==> src/rtl/adir_pkg.sv <==
package adir_pkg;

	localparam int unsigned ADIR_DATA_W = 8;
	localparam int unsigned ADIR_IDX_W  = 10;
	localparam int unsigned ADIR_SRC_N  = 2;

	// word indices; byte address is four times the index
	localparam logic [ADIR_IDX_W-1:0] ADIR_CTRL_IDX   = 10'h0FE;
	localparam logic [ADIR_IDX_W-1:0] ADIR_VEC_IDX    = 10'h0FF;
	localparam logic [ADIR_IDX_W-1:0] ADIR_STATUS_IDX = 10'h100;
	localparam logic [ADIR_IDX_W-1:0] ADIR_MASK_IDX   = 10'h101;

	// control register layout
	localparam int unsigned ADIR_CTRL_CONV_FLAG_BIT = 7;
	localparam int unsigned ADIR_CTRL_LIM_FLAG_BIT  = 6;
	localparam int unsigned ADIR_CTRL_CONV_EN_BIT   = 5;
	localparam int unsigned ADIR_CTRL_LIM_EN_BIT    = 4;
	localparam int unsigned ADIR_CTRL_RSVD_BIT      = 3;
	localparam int unsigned ADIR_CTRL_PRIO_LSB      = 0;
	localparam int unsigned ADIR_PRIO_W             = 3;
	localparam logic [ADIR_PRIO_W-1:0] ADIR_PRIO_RST = 3'h7;

	// vector register layout
	localparam int unsigned ADIR_VEC_BASE_LSB = 2;
	localparam int unsigned ADIR_VEC_BASE_W   = 6;
	localparam int unsigned ADIR_VEC_WSEL_BIT = 1;
	localparam logic [ADIR_VEC_BASE_W-1:0] ADIR_VEC_BASE_RST = 6'h00;
	localparam logic                       ADIR_WSEL_RST     = 1'b1;

	// interrupt status / mask layout
	localparam int unsigned ADIR_EVT_CONV_BIT = 0;
	localparam int unsigned ADIR_EVT_LIM_BIT  = 1;
	localparam logic [ADIR_SRC_N-1:0] ADIR_STATUS_RST = 2'h0;
	localparam logic [ADIR_SRC_N-1:0] ADIR_MASK_RST   = 2'h0;

	// word select encodings
	localparam logic ADIR_WSEL_LIMIT = 1'b0;
	localparam logic ADIR_WSEL_CONV  = 1'b1;

	localparam logic [1:0] ADIR_HTRANS_NONSEQ = 2'h2;

endpackage

==> src/rtl/adir_arb_if.sv <==
`timescale 1ns/10ps
interface adir_arb_if;
	logic conv_req;
	logic lim_req;
	logic word_sel;
	logic req_any;

	modport ctl (
		output conv_req,
		output lim_req,
		input  word_sel,
		input  req_any
	);

	modport arb (
		input  conv_req,
		input  lim_req,
		output word_sel,
		output req_any
	);
endinterface

==> src/rtl/adir_arbiter.sv <==
`timescale 1ns/10ps
module adir_arbiter (
	input wire logic hclk,
	input wire logic hresetn,
	adir_arb_if.arb  arb
);
	import adir_pkg::*;

	logic word_sel_ff;
	logic nxt_word_sel;

	////////////////////////////////////////////////////////////////
	// watchdog wins; the other request stays pending behind it
	always_comb begin
		nxt_word_sel = word_sel_ff;
		if (arb.lim_req) begin
			nxt_word_sel = ADIR_WSEL_LIMIT;
		end else if (arb.conv_req) begin
			nxt_word_sel = ADIR_WSEL_CONV;
		end
	end

	// holds last source when idle so a late vector fetch still points right
	always_ff @(posedge hclk or negedge hresetn) begin
		if (!hresetn) begin
			word_sel_ff <= ADIR_WSEL_RST;
		end else begin
			word_sel_ff <= nxt_word_sel;
		end
	end

	assign arb.word_sel = word_sel_ff;
	assign arb.req_any  = arb.lim_req | arb.conv_req;

endmodule

==> src/rtl/adir_top.sv <==
`timescale 1ns/10ps
module adir_top (
	input  wire logic                             hclk,
	input  wire logic                             hresetn,
	input  wire logic                             hsel,
	input  wire logic [31:0]                      haddr,
	input  wire logic [1:0]                       htrans,
	input  wire logic                             hwrite,
	input  wire logic [2:0]                       hsize,
	input  wire logic [31:0]                      hwdata,
	input  wire logic                             hready,
	output logic      [31:0]                      hrdata,
	output logic                                  hreadyout,
	output logic                                  hresp,
	input  wire logic                             conv_group_done,
	input  wire logic                             limit_violation,
	output logic                                  cpu_irq_req,
	output logic      [adir_pkg::ADIR_PRIO_W-1:0] irq_priority_level,
	output logic      [adir_pkg::ADIR_DATA_W-1:0] irq_vector,
	output logic                                  irq
);
	import adir_pkg::*;

	////////////////////////////////////////////////////////////////
	// bus slave state
	logic                  wr_ff;
	logic                  rd_ff;
	logic [ADIR_IDX_W-1:0] idx_ff;
	logic [31:0]           hrdata_ff;
	logic                  nxt_wr;
	logic                  nxt_rd;
	logic [ADIR_IDX_W-1:0] nxt_idx;
	logic [31:0]           nxt_hrdata;
	logic                  addr_take;

	////////////////////////////////////////////////////////////////
	// register state
	logic                       conv_done_flag_ff;
	logic                       limit_violation_flag_ff;
	logic                       conversion_done_irq_enable_ff;
	logic                       limit_violation_irq_enable_ff;
	logic [ADIR_PRIO_W-1:0]     irq_priority_level_ff;
	logic [ADIR_VEC_BASE_W-1:0] vec_base_ff;
	logic [ADIR_SRC_N-1:0]      status_ff;
	logic [ADIR_SRC_N-1:0]      mask_ff;
	logic                       nxt_conv_done_flag;
	logic                       nxt_limit_violation_flag;
	logic                       nxt_conv_en;
	logic                       nxt_lim_en;
	logic [ADIR_PRIO_W-1:0]     nxt_prio;
	logic [ADIR_VEC_BASE_W-1:0] nxt_vec_base;
	logic [ADIR_SRC_N-1:0]      nxt_status;
	logic [ADIR_SRC_N-1:0]      nxt_mask;

	logic                   wr_ctrl;
	logic                   wr_vec;
	logic                   wr_status;
	logic                   wr_mask;
	logic [ADIR_DATA_W-1:0] wbyte;
	logic [ADIR_DATA_W-1:0] ctrl_rd;
	logic [ADIR_DATA_W-1:0] vec_rd;
	logic                   conv_set;
	logic                   lim_set;
	logic [ADIR_SRC_N-1:0]  evt_set;

	adir_arb_if arb_if ();

	adir_arbiter adir_arbiter_inst (
		.hclk    (hclk),
		.hresetn (hresetn),
		.arb     (arb_if.arb)
	);

	////////////////////////////////////////////////////////////////
	// ahb-lite address and data phase tracking
	// reads take one wait state so a write just before is always seen
	assign addr_take = hsel && hready && (htrans == ADIR_HTRANS_NONSEQ);

	always_comb begin
		nxt_wr     = 1'b0;
		nxt_rd     = 1'b0;
		nxt_idx    = idx_ff;
		nxt_hrdata = hrdata_ff;
		if (addr_take) begin
			nxt_wr  = hwrite;
			nxt_rd  = !hwrite;
			nxt_idx = haddr[ADIR_IDX_W+1:2];
		end
		if (rd_ff) begin
			unique case (idx_ff)
				ADIR_CTRL_IDX: begin
					nxt_hrdata = {24'h000000, ctrl_rd};
				end
				ADIR_VEC_IDX: begin
					nxt_hrdata = {24'h000000, vec_rd};
				end
				ADIR_STATUS_IDX: begin
					nxt_hrdata = {30'h00000000, status_ff};
				end
				ADIR_MASK_IDX: begin
					nxt_hrdata = {30'h00000000, mask_ff};
				end
				default: begin
					nxt_hrdata = 32'h00000000;
				end
			endcase
		end
	end

	always_ff @(posedge hclk or negedge hresetn) begin
		if (!hresetn) begin
			wr_ff     <= 1'b0;
			rd_ff     <= 1'b0;
			idx_ff    <= '0;
			hrdata_ff <= 32'h00000000;
		end else begin
			wr_ff     <= nxt_wr;
			rd_ff     <= nxt_rd;
			idx_ff    <= nxt_idx;
			hrdata_ff <= nxt_hrdata;
		end
	end

	assign hreadyout = !rd_ff;
	assign hresp     = 1'b0;
	assign hrdata    = hrdata_ff;

	////////////////////////////////////////////////////////////////
	// write strobes and read views
	assign wbyte     = hwdata[ADIR_DATA_W-1:0];
	assign wr_ctrl   = wr_ff && (idx_ff == ADIR_CTRL_IDX);
	assign wr_vec    = wr_ff && (idx_ff == ADIR_VEC_IDX);
	assign wr_status = wr_ff && (idx_ff == ADIR_STATUS_IDX);
	assign wr_mask   = wr_ff && (idx_ff == ADIR_MASK_IDX);

	// reserved bit 3 reads as one, matching the 0Fh reset view
	assign ctrl_rd = {conv_done_flag_ff, limit_violation_flag_ff,
		conversion_done_irq_enable_ff, limit_violation_irq_enable_ff,
		1'b1, irq_priority_level_ff};

	assign vec_rd = {vec_base_ff, arb_if.word_sel, 1'b0};

	////////////////////////////////////////////////////////////////
	// event flags and control fields
	assign conv_set = conv_group_done
		|| (wr_ctrl && wbyte[ADIR_CTRL_CONV_FLAG_BIT]);
	assign lim_set  = limit_violation
		|| (wr_ctrl && wbyte[ADIR_CTRL_LIM_FLAG_BIT]);

	always_comb begin
		nxt_conv_done_flag       = conv_done_flag_ff;
		nxt_limit_violation_flag = limit_violation_flag_ff;
		nxt_conv_en              = conversion_done_irq_enable_ff;
		nxt_lim_en               = limit_violation_irq_enable_ff;
		nxt_prio                 = irq_priority_level_ff;
		nxt_vec_base             = vec_base_ff;
		if (wr_ctrl) begin
			// software clear of a flag, used by the handler on exit
			nxt_conv_done_flag       = wbyte[ADIR_CTRL_CONV_FLAG_BIT];
			nxt_limit_violation_flag = wbyte[ADIR_CTRL_LIM_FLAG_BIT];
			nxt_conv_en              = wbyte[ADIR_CTRL_CONV_EN_BIT];
			nxt_lim_en               = wbyte[ADIR_CTRL_LIM_EN_BIT];
			nxt_prio                 = wbyte[ADIR_CTRL_PRIO_LSB +: ADIR_PRIO_W];
		end
		// hardware set beats a simultaneous clear so no event is lost
		if (conv_set) begin
			nxt_conv_done_flag = 1'b1;
		end
		if (lim_set) begin
			nxt_limit_violation_flag = 1'b1;
		end
		if (wr_vec) begin
			nxt_vec_base = wbyte[ADIR_VEC_BASE_LSB +: ADIR_VEC_BASE_W];
		end
	end

	always_ff @(posedge hclk or negedge hresetn) begin
		if (!hresetn) begin
			conv_done_flag_ff             <= 1'b0;
			limit_violation_flag_ff       <= 1'b0;
			conversion_done_irq_enable_ff <= 1'b0;
			limit_violation_irq_enable_ff <= 1'b0;
			irq_priority_level_ff         <= ADIR_PRIO_RST;
			vec_base_ff                   <= ADIR_VEC_BASE_RST;
		end else begin
			conv_done_flag_ff             <= nxt_conv_done_flag;
			limit_violation_flag_ff       <= nxt_limit_violation_flag;
			conversion_done_irq_enable_ff <= nxt_conv_en;
			limit_violation_irq_enable_ff <= nxt_lim_en;
			irq_priority_level_ff         <= nxt_prio;
			vec_base_ff                   <= nxt_vec_base;
		end
	end

	////////////////////////////////////////////////////////////////
	// sticky event status, write one to clear, set wins
	always_comb begin
		evt_set                    = '0;
		evt_set[ADIR_EVT_CONV_BIT] = conv_set;
		evt_set[ADIR_EVT_LIM_BIT]  = lim_set;
		nxt_status = status_ff;
		nxt_mask   = mask_ff;
		if (wr_status) begin
			nxt_status = status_ff & ~wbyte[ADIR_SRC_N-1:0];
		end
		nxt_status = nxt_status | evt_set;
		if (wr_mask) begin
			nxt_mask = wbyte[ADIR_SRC_N-1:0];
		end
	end

	always_ff @(posedge hclk or negedge hresetn) begin
		if (!hresetn) begin
			status_ff <= ADIR_STATUS_RST;
			mask_ff   <= ADIR_MASK_RST;
		end else begin
			status_ff <= nxt_status;
			mask_ff   <= nxt_mask;
		end
	end

	assign irq = |(status_ff & mask_ff);

	////////////////////////////////////////////////////////////////
	// requests toward the cpu interrupt handler
	assign arb_if.conv_req = conv_done_flag_ff && conversion_done_irq_enable_ff;
	assign arb_if.lim_req  = limit_violation_flag_ff && limit_violation_irq_enable_ff;

	assign cpu_irq_req        = arb_if.req_any;
	assign irq_priority_level = irq_priority_level_ff;
	assign irq_vector         = vec_rd;

endmodule

==> config.mk <==
export PLATFORM = sky130hd
export DESIGN_NAME = adir_top
export DESIGN_NICKNAME = d
export VERILOG_FILES = /design/src/rtl/adir_pkg.sv /design/src/rtl/adir_arb_if.sv /design/src/rtl/adir_arbiter.sv /design/src/rtl/adir_top.sv
export SDC_FILE = /design/constraint.sdc
export NUM_CORES = 1
export LEC_CHECK = 0
export ABC_AREA = 1
export BUFFER_PORTS_ARGS = -buffer_cell sky130_fd_sc_hd__buf_2
export CAP_MARGIN = 30
export CELL_PAD_IN_SITES_DETAIL_PLACEMENT = 0
export CELL_PAD_IN_SITES_GLOBAL_PLACEMENT = 2
export CORE_MARGIN = 2
export CORE_UTILIZATION = 23
export DETAILED_ROUTE_END_ITERATION = 10
export PLACE_DENSITY = 0.79
export SETUP_SLACK_MARGIN = 0.5
export SLEW_MARGIN = 20
export SYNTH_ARGS = -nofsm -noshare
export SYNTH_HDL_FRONTEND = slang
export SYNTH_HIERARCHICAL = 1
export SYNTH_SLANG_ARGS = --single-unit
export TNS_END_PERCENT = 10
==> constraint.sdc <==
create_clock -name hclk -period 1.4 [get_ports hclk]
set_input_delay 0.14 -clock hclk [delete_from_list [all_inputs] [get_ports hclk]]
set_output_delay 0.14 -clock hclk [all_outputs]
set_load 0.005 [all_outputs]
-- Word level (Yosys, flattened, before mapping)
Index checks and enable logic that the tools add are counted.
- output and inout port bits: 47
- input bits: 76
- register bits after elaboration: 62
- reductions and logical operators: 18
- bitwise operators: 5
- multiplexer cells: 10
- equality and inequality tests: 5
- operators by type and width (cell ; count):
    $pmux 8 s4 ; 1
    $eq 10x8->1 const B ; 2
    $eq 10x9->1 const B ; 2
    $logic_and 1x1->1 ; 10
    $mux 1 ; 8
    $reduce_bool 2->1 ; 3
    $and 2x2->2 ; 2
    $eq 2x2->1 const B ; 1
    $logic_not 1->1 ; 2
    $logic_or 1x1->1 ; 2
    $mux 2 ; 1
    $not 2->2 ; 1
    $or 2x2->2 ; 1
    $reduce_or 2->1 ; 1
    $or 1x1->1 ; 1

-- Depth between registers and ports, before layout
- depth after elaboration: 5
- gate-level depth with buffers: 8

-- Hierarchy
The synthesis kept the hierarchy.
- modules (own cells, without submodules) (module ; cells an instance ; instances ; sequential area each (µm²) ; area each (µm²)):
    adir_top ; 216 ; 1 ; 929.6 ; 1958.1
    adir_arbiter ; 4 ; 1 ; 26.3 ; 40.0

-- Worst setup path before layout
Ideal clock, no wire load.
- path type: reg2reg
- from: reg idx_ff[6]
- to: reg vec_base_ff[4]
- setup time: 0.118 ns
- clock period less this slack: 1.219 ns
- data arrival time: 1.100 ns
- data required time: 1.282 ns
- path slack: 0.181 ns
- buffers on the path: 1
- stages on the path, launching flop included: 9
- cell sequence: dfrtp_1 > nand2_1 > nor2_8 > nand3b_4 > nor2_2 > nand2_2 > buf_6 > nor2_2 > a21oi_2
- longest elaborated chain between the ends: 2
- RTL lines (item ; line ; text):
    start, declared ; adir_top.sv:28 ; logic [ADIR_IDX_W-1:0] idx_ff;
    start signal, assigned ; adir_top.sv:119 ; idx_ff <= nxt_idx;
    $eq 10x8->1 ; adir_top.sv:132 ; assign wr_vec = wr_ff && (idx_ff == ADIR_VEC_IDX);
    $logic_and 1x1->1 ; adir_top.sv:132 ;
    end signal, assigned ; adir_top.sv:191 ; vec_base_ff <= nxt_vec_base;
    end, declared ; adir_top.sv:43 ; logic [ADIR_VEC_BASE_W-1:0] vec_base_ff;
Every way passes these cells.
A chain may end at the register's enable or synchronous reset.

-- Final worst setup path
- from: reg idx_ff[9]
- to: reg vec_base_ff[4]
The elaborated chain is that of the path after synthesis.

==> results.yml <==
power:
  p_leak_nw: 1.42
  pwr-share-clk: 0.411
  p_seq_frac: 0.443
  p_sw_mw: 0.706
  peakVddDrop_uv: 459
  power_frac_comb: 0.146
  internal-power_mw: 2.12
  p_sw_frac: 0.250
  power_density_nw_per_um2: 1080
floorplanning:
  die_x_um: 97.2
  rows: 34
  die_area_um2: 9450
  initial_core_util: 0.234
  core-area_um2: 8550
  die_h_um: 97.2
  io_pins: 123
cells_and_area:
  final_nets: 358
  final_cells: 391
  final_common_cell: "buf_2"
  area_growth_pct: 31.4
  mostFrequentLayoutCells: "43 x buf_2, 40 x nand2_1, 34 x dfrtp_1"
  antenna_cells: 0
  stdcell_area_um2: 2630
  drive_gt1_frac: 0.410
sta:
  fin_setup_tns_ns: 0
  fin_crit_ns: 1.35
  slew_viol_final: 0
  finalHoldViolations: 15
  hold_slack_ns: -0.223
  fin_skew_ns: 0.0143
  worst_slack_ns: 0.0502
  max_freq_ghz: 0.741
  rsz0062_at_grt: "yes"
  fin_crit_sh: 0.964
  setup_violations: 0
route:
  wire_per_inst_um: 11.9
  antenna_left: 0
  drc_errors: 0
  drt_iter0_drc: 49
  num_vias: 1574
  avgViaCountPerCell: 4.03
  routed_wl_mm: 4.66
  drt-pass1-iter-count: 4
place:
  pre_cts_slack_ns: -0.00864
  place_area_um2: 2310
  hpwlAfterDp_mm: 3.45
  numPortBuffers: 47
  dp.cells: 377
  globalplace.congestion: 0.776
clocking:
  cts_tree: "yes"
  h-tree-depth: 2
  cts_buffers: 5
  path_clk_slew_ns: 0.08
  cts-root-buf: "clkbuf_8"
  clk-insertion-delay-late_ns: 0.29
  cts.path.max_buffers: 2
  cts_sinks: 38
synthesis:
  yosysWarningCount: 6
  synth_area_per_cell_um2: 9.08
  synth_seq_cells: 38
  yosys.area.top_type: "dfrtp_1"
  syn_inst: 220
  yosys.area.top_type_share: 0.426
  ys_seq_area_frac: 0.478
  syn_area_um2: 2000
  synthTopCellsByArea: "dfrtp_1 43%, buf_4 10%, nand2_1 8.5%"
  synth_cell_types: 31
critical_path:
  worstReg2RegStart: "idx_ff[9]"
  crit_path_start: "idx_ff[9]"
  path_max_fanout: 6
  rrSetupSlack_ns: 0.05
  startpoint_type: "register"
  crit_path_end_kind: "register"
  cp_data_required_time_ns: 1.58
  worstSetupPathType: "reg2reg"
  cp.arrival_ns: 1.53
global_routing:
  grt_overflow_total: 0
  antenna_found_initial: 0
  grt_pass1_vias: 1563
  grt_first_pass_wirelength_mm: 7.40
  grt_max_degree: 23
  grtUsageTotal: 0.0971
run_status:
  status: "finished, violations left"
  violations: "negative hold slack"
min_path:
  worst_hold_path_type: "in2async"
run:
  max_cap_viol_count: 0
routing by layer:
layer  track usage  vias up  part of all wire
met5             0        -                 0
li1              -      777                 -
met3        0.0288        4             0.059
met1         0.123      745              0.44
met4        0.0303        0             0.012
met2         0.160       48              0.48
state kept, by name, summed over array words and instances (netlist names), 2 cells and up:
name	count
idx_ff	10
hrdata	8
status_ff	2
vec_base_ff	6
mask_ff	2
irq_priority_level	3
worst paths after layout:
kind / endpoint / depth (start not counted)
max: vec_base_ff[4] / 6
min: vec_base_ff[2] / 1
max reg2reg: vec_base_ff[4] / 6
min reg2reg: hrdata[0] / 2
max in group asynchronous: irq_priority_level[1] / 2
min in group hclk: rd_ff / 2
per-stage QoR:
stage                     power, mW  utilization
after floorplan                1.52            -
after global placement         1.61        0.270
after detailed placement       1.63        0.270
after CTS                      2.84        0.294
after global routing           2.96        0.307
final                          2.82        0.307
repair_timing:
action,CTS,global route
buffers inserted,2,2
setup endpoints to repair,48,48
cloned,1,1
hold endpoints to repair,15,15
gates resized for setup,11,22
pin swaps,3,12
power groups by stage:
stage,Clock [mW],Sequential (mW),Combinational [mW]
2_1_floorplan,0,1.26,0.259
3_3_place_gp,0,1.26,0.350
3_5_place_dp,0,1.27,0.359
4_1_cts,1.20,1.25,0.391
5_1_grt,1.23,1.26,0.463
6_report,1.16,1.25,0.414
synthesized netlist by cell type (all sizes together):
library cell,count
a21oi,7
a22o,1
buf,29
clkbuf,1
clkinv,1
conb,1
dfrtp,34
dfstp,4
inv,26
mux2,8
nand2,47
nand3,8
nand3b,1
nand4,4
nor2,23
nor3,3
o21ai,16
o22ai,5
or2,1
cell families (layout without fill, tap and decap cells):
| group | Yosys count | in the layout | synth area share |
|---|---|---|---|
| simple gates | 87 | 89 | 0.220 |
| buf+inv | 57 | 93 | 0.162 |
| flops | 38 | 38 | 0.478 |
| compound gates | 29 | 29 | 0.0927 |
| mux | 8 | 8 | 0.0451 |
| other cells | 1 | 26 | 0.00188 |
layout make-up:
cell class	instances	area (µm²)
clock buffers	6	82.6
multi-input cells	152	922
fillers	912	5920
flip-flops and latches	38	956
well taps	108	135
clock inverters	2	60.1
inverters	27	108
repair buffers	58	363
critical path, cell delays in order, from the launching register on:
cell and delay [ns]:
dfrtp_1 0.42, nor2_4 0.24, nand3b_4 0.11, nor2_4 0.18
nand2_4 0.13, nor2_2 0.13, a21oi_2 0.04
No activity file was read; power rests on OpenSTA's default activity.
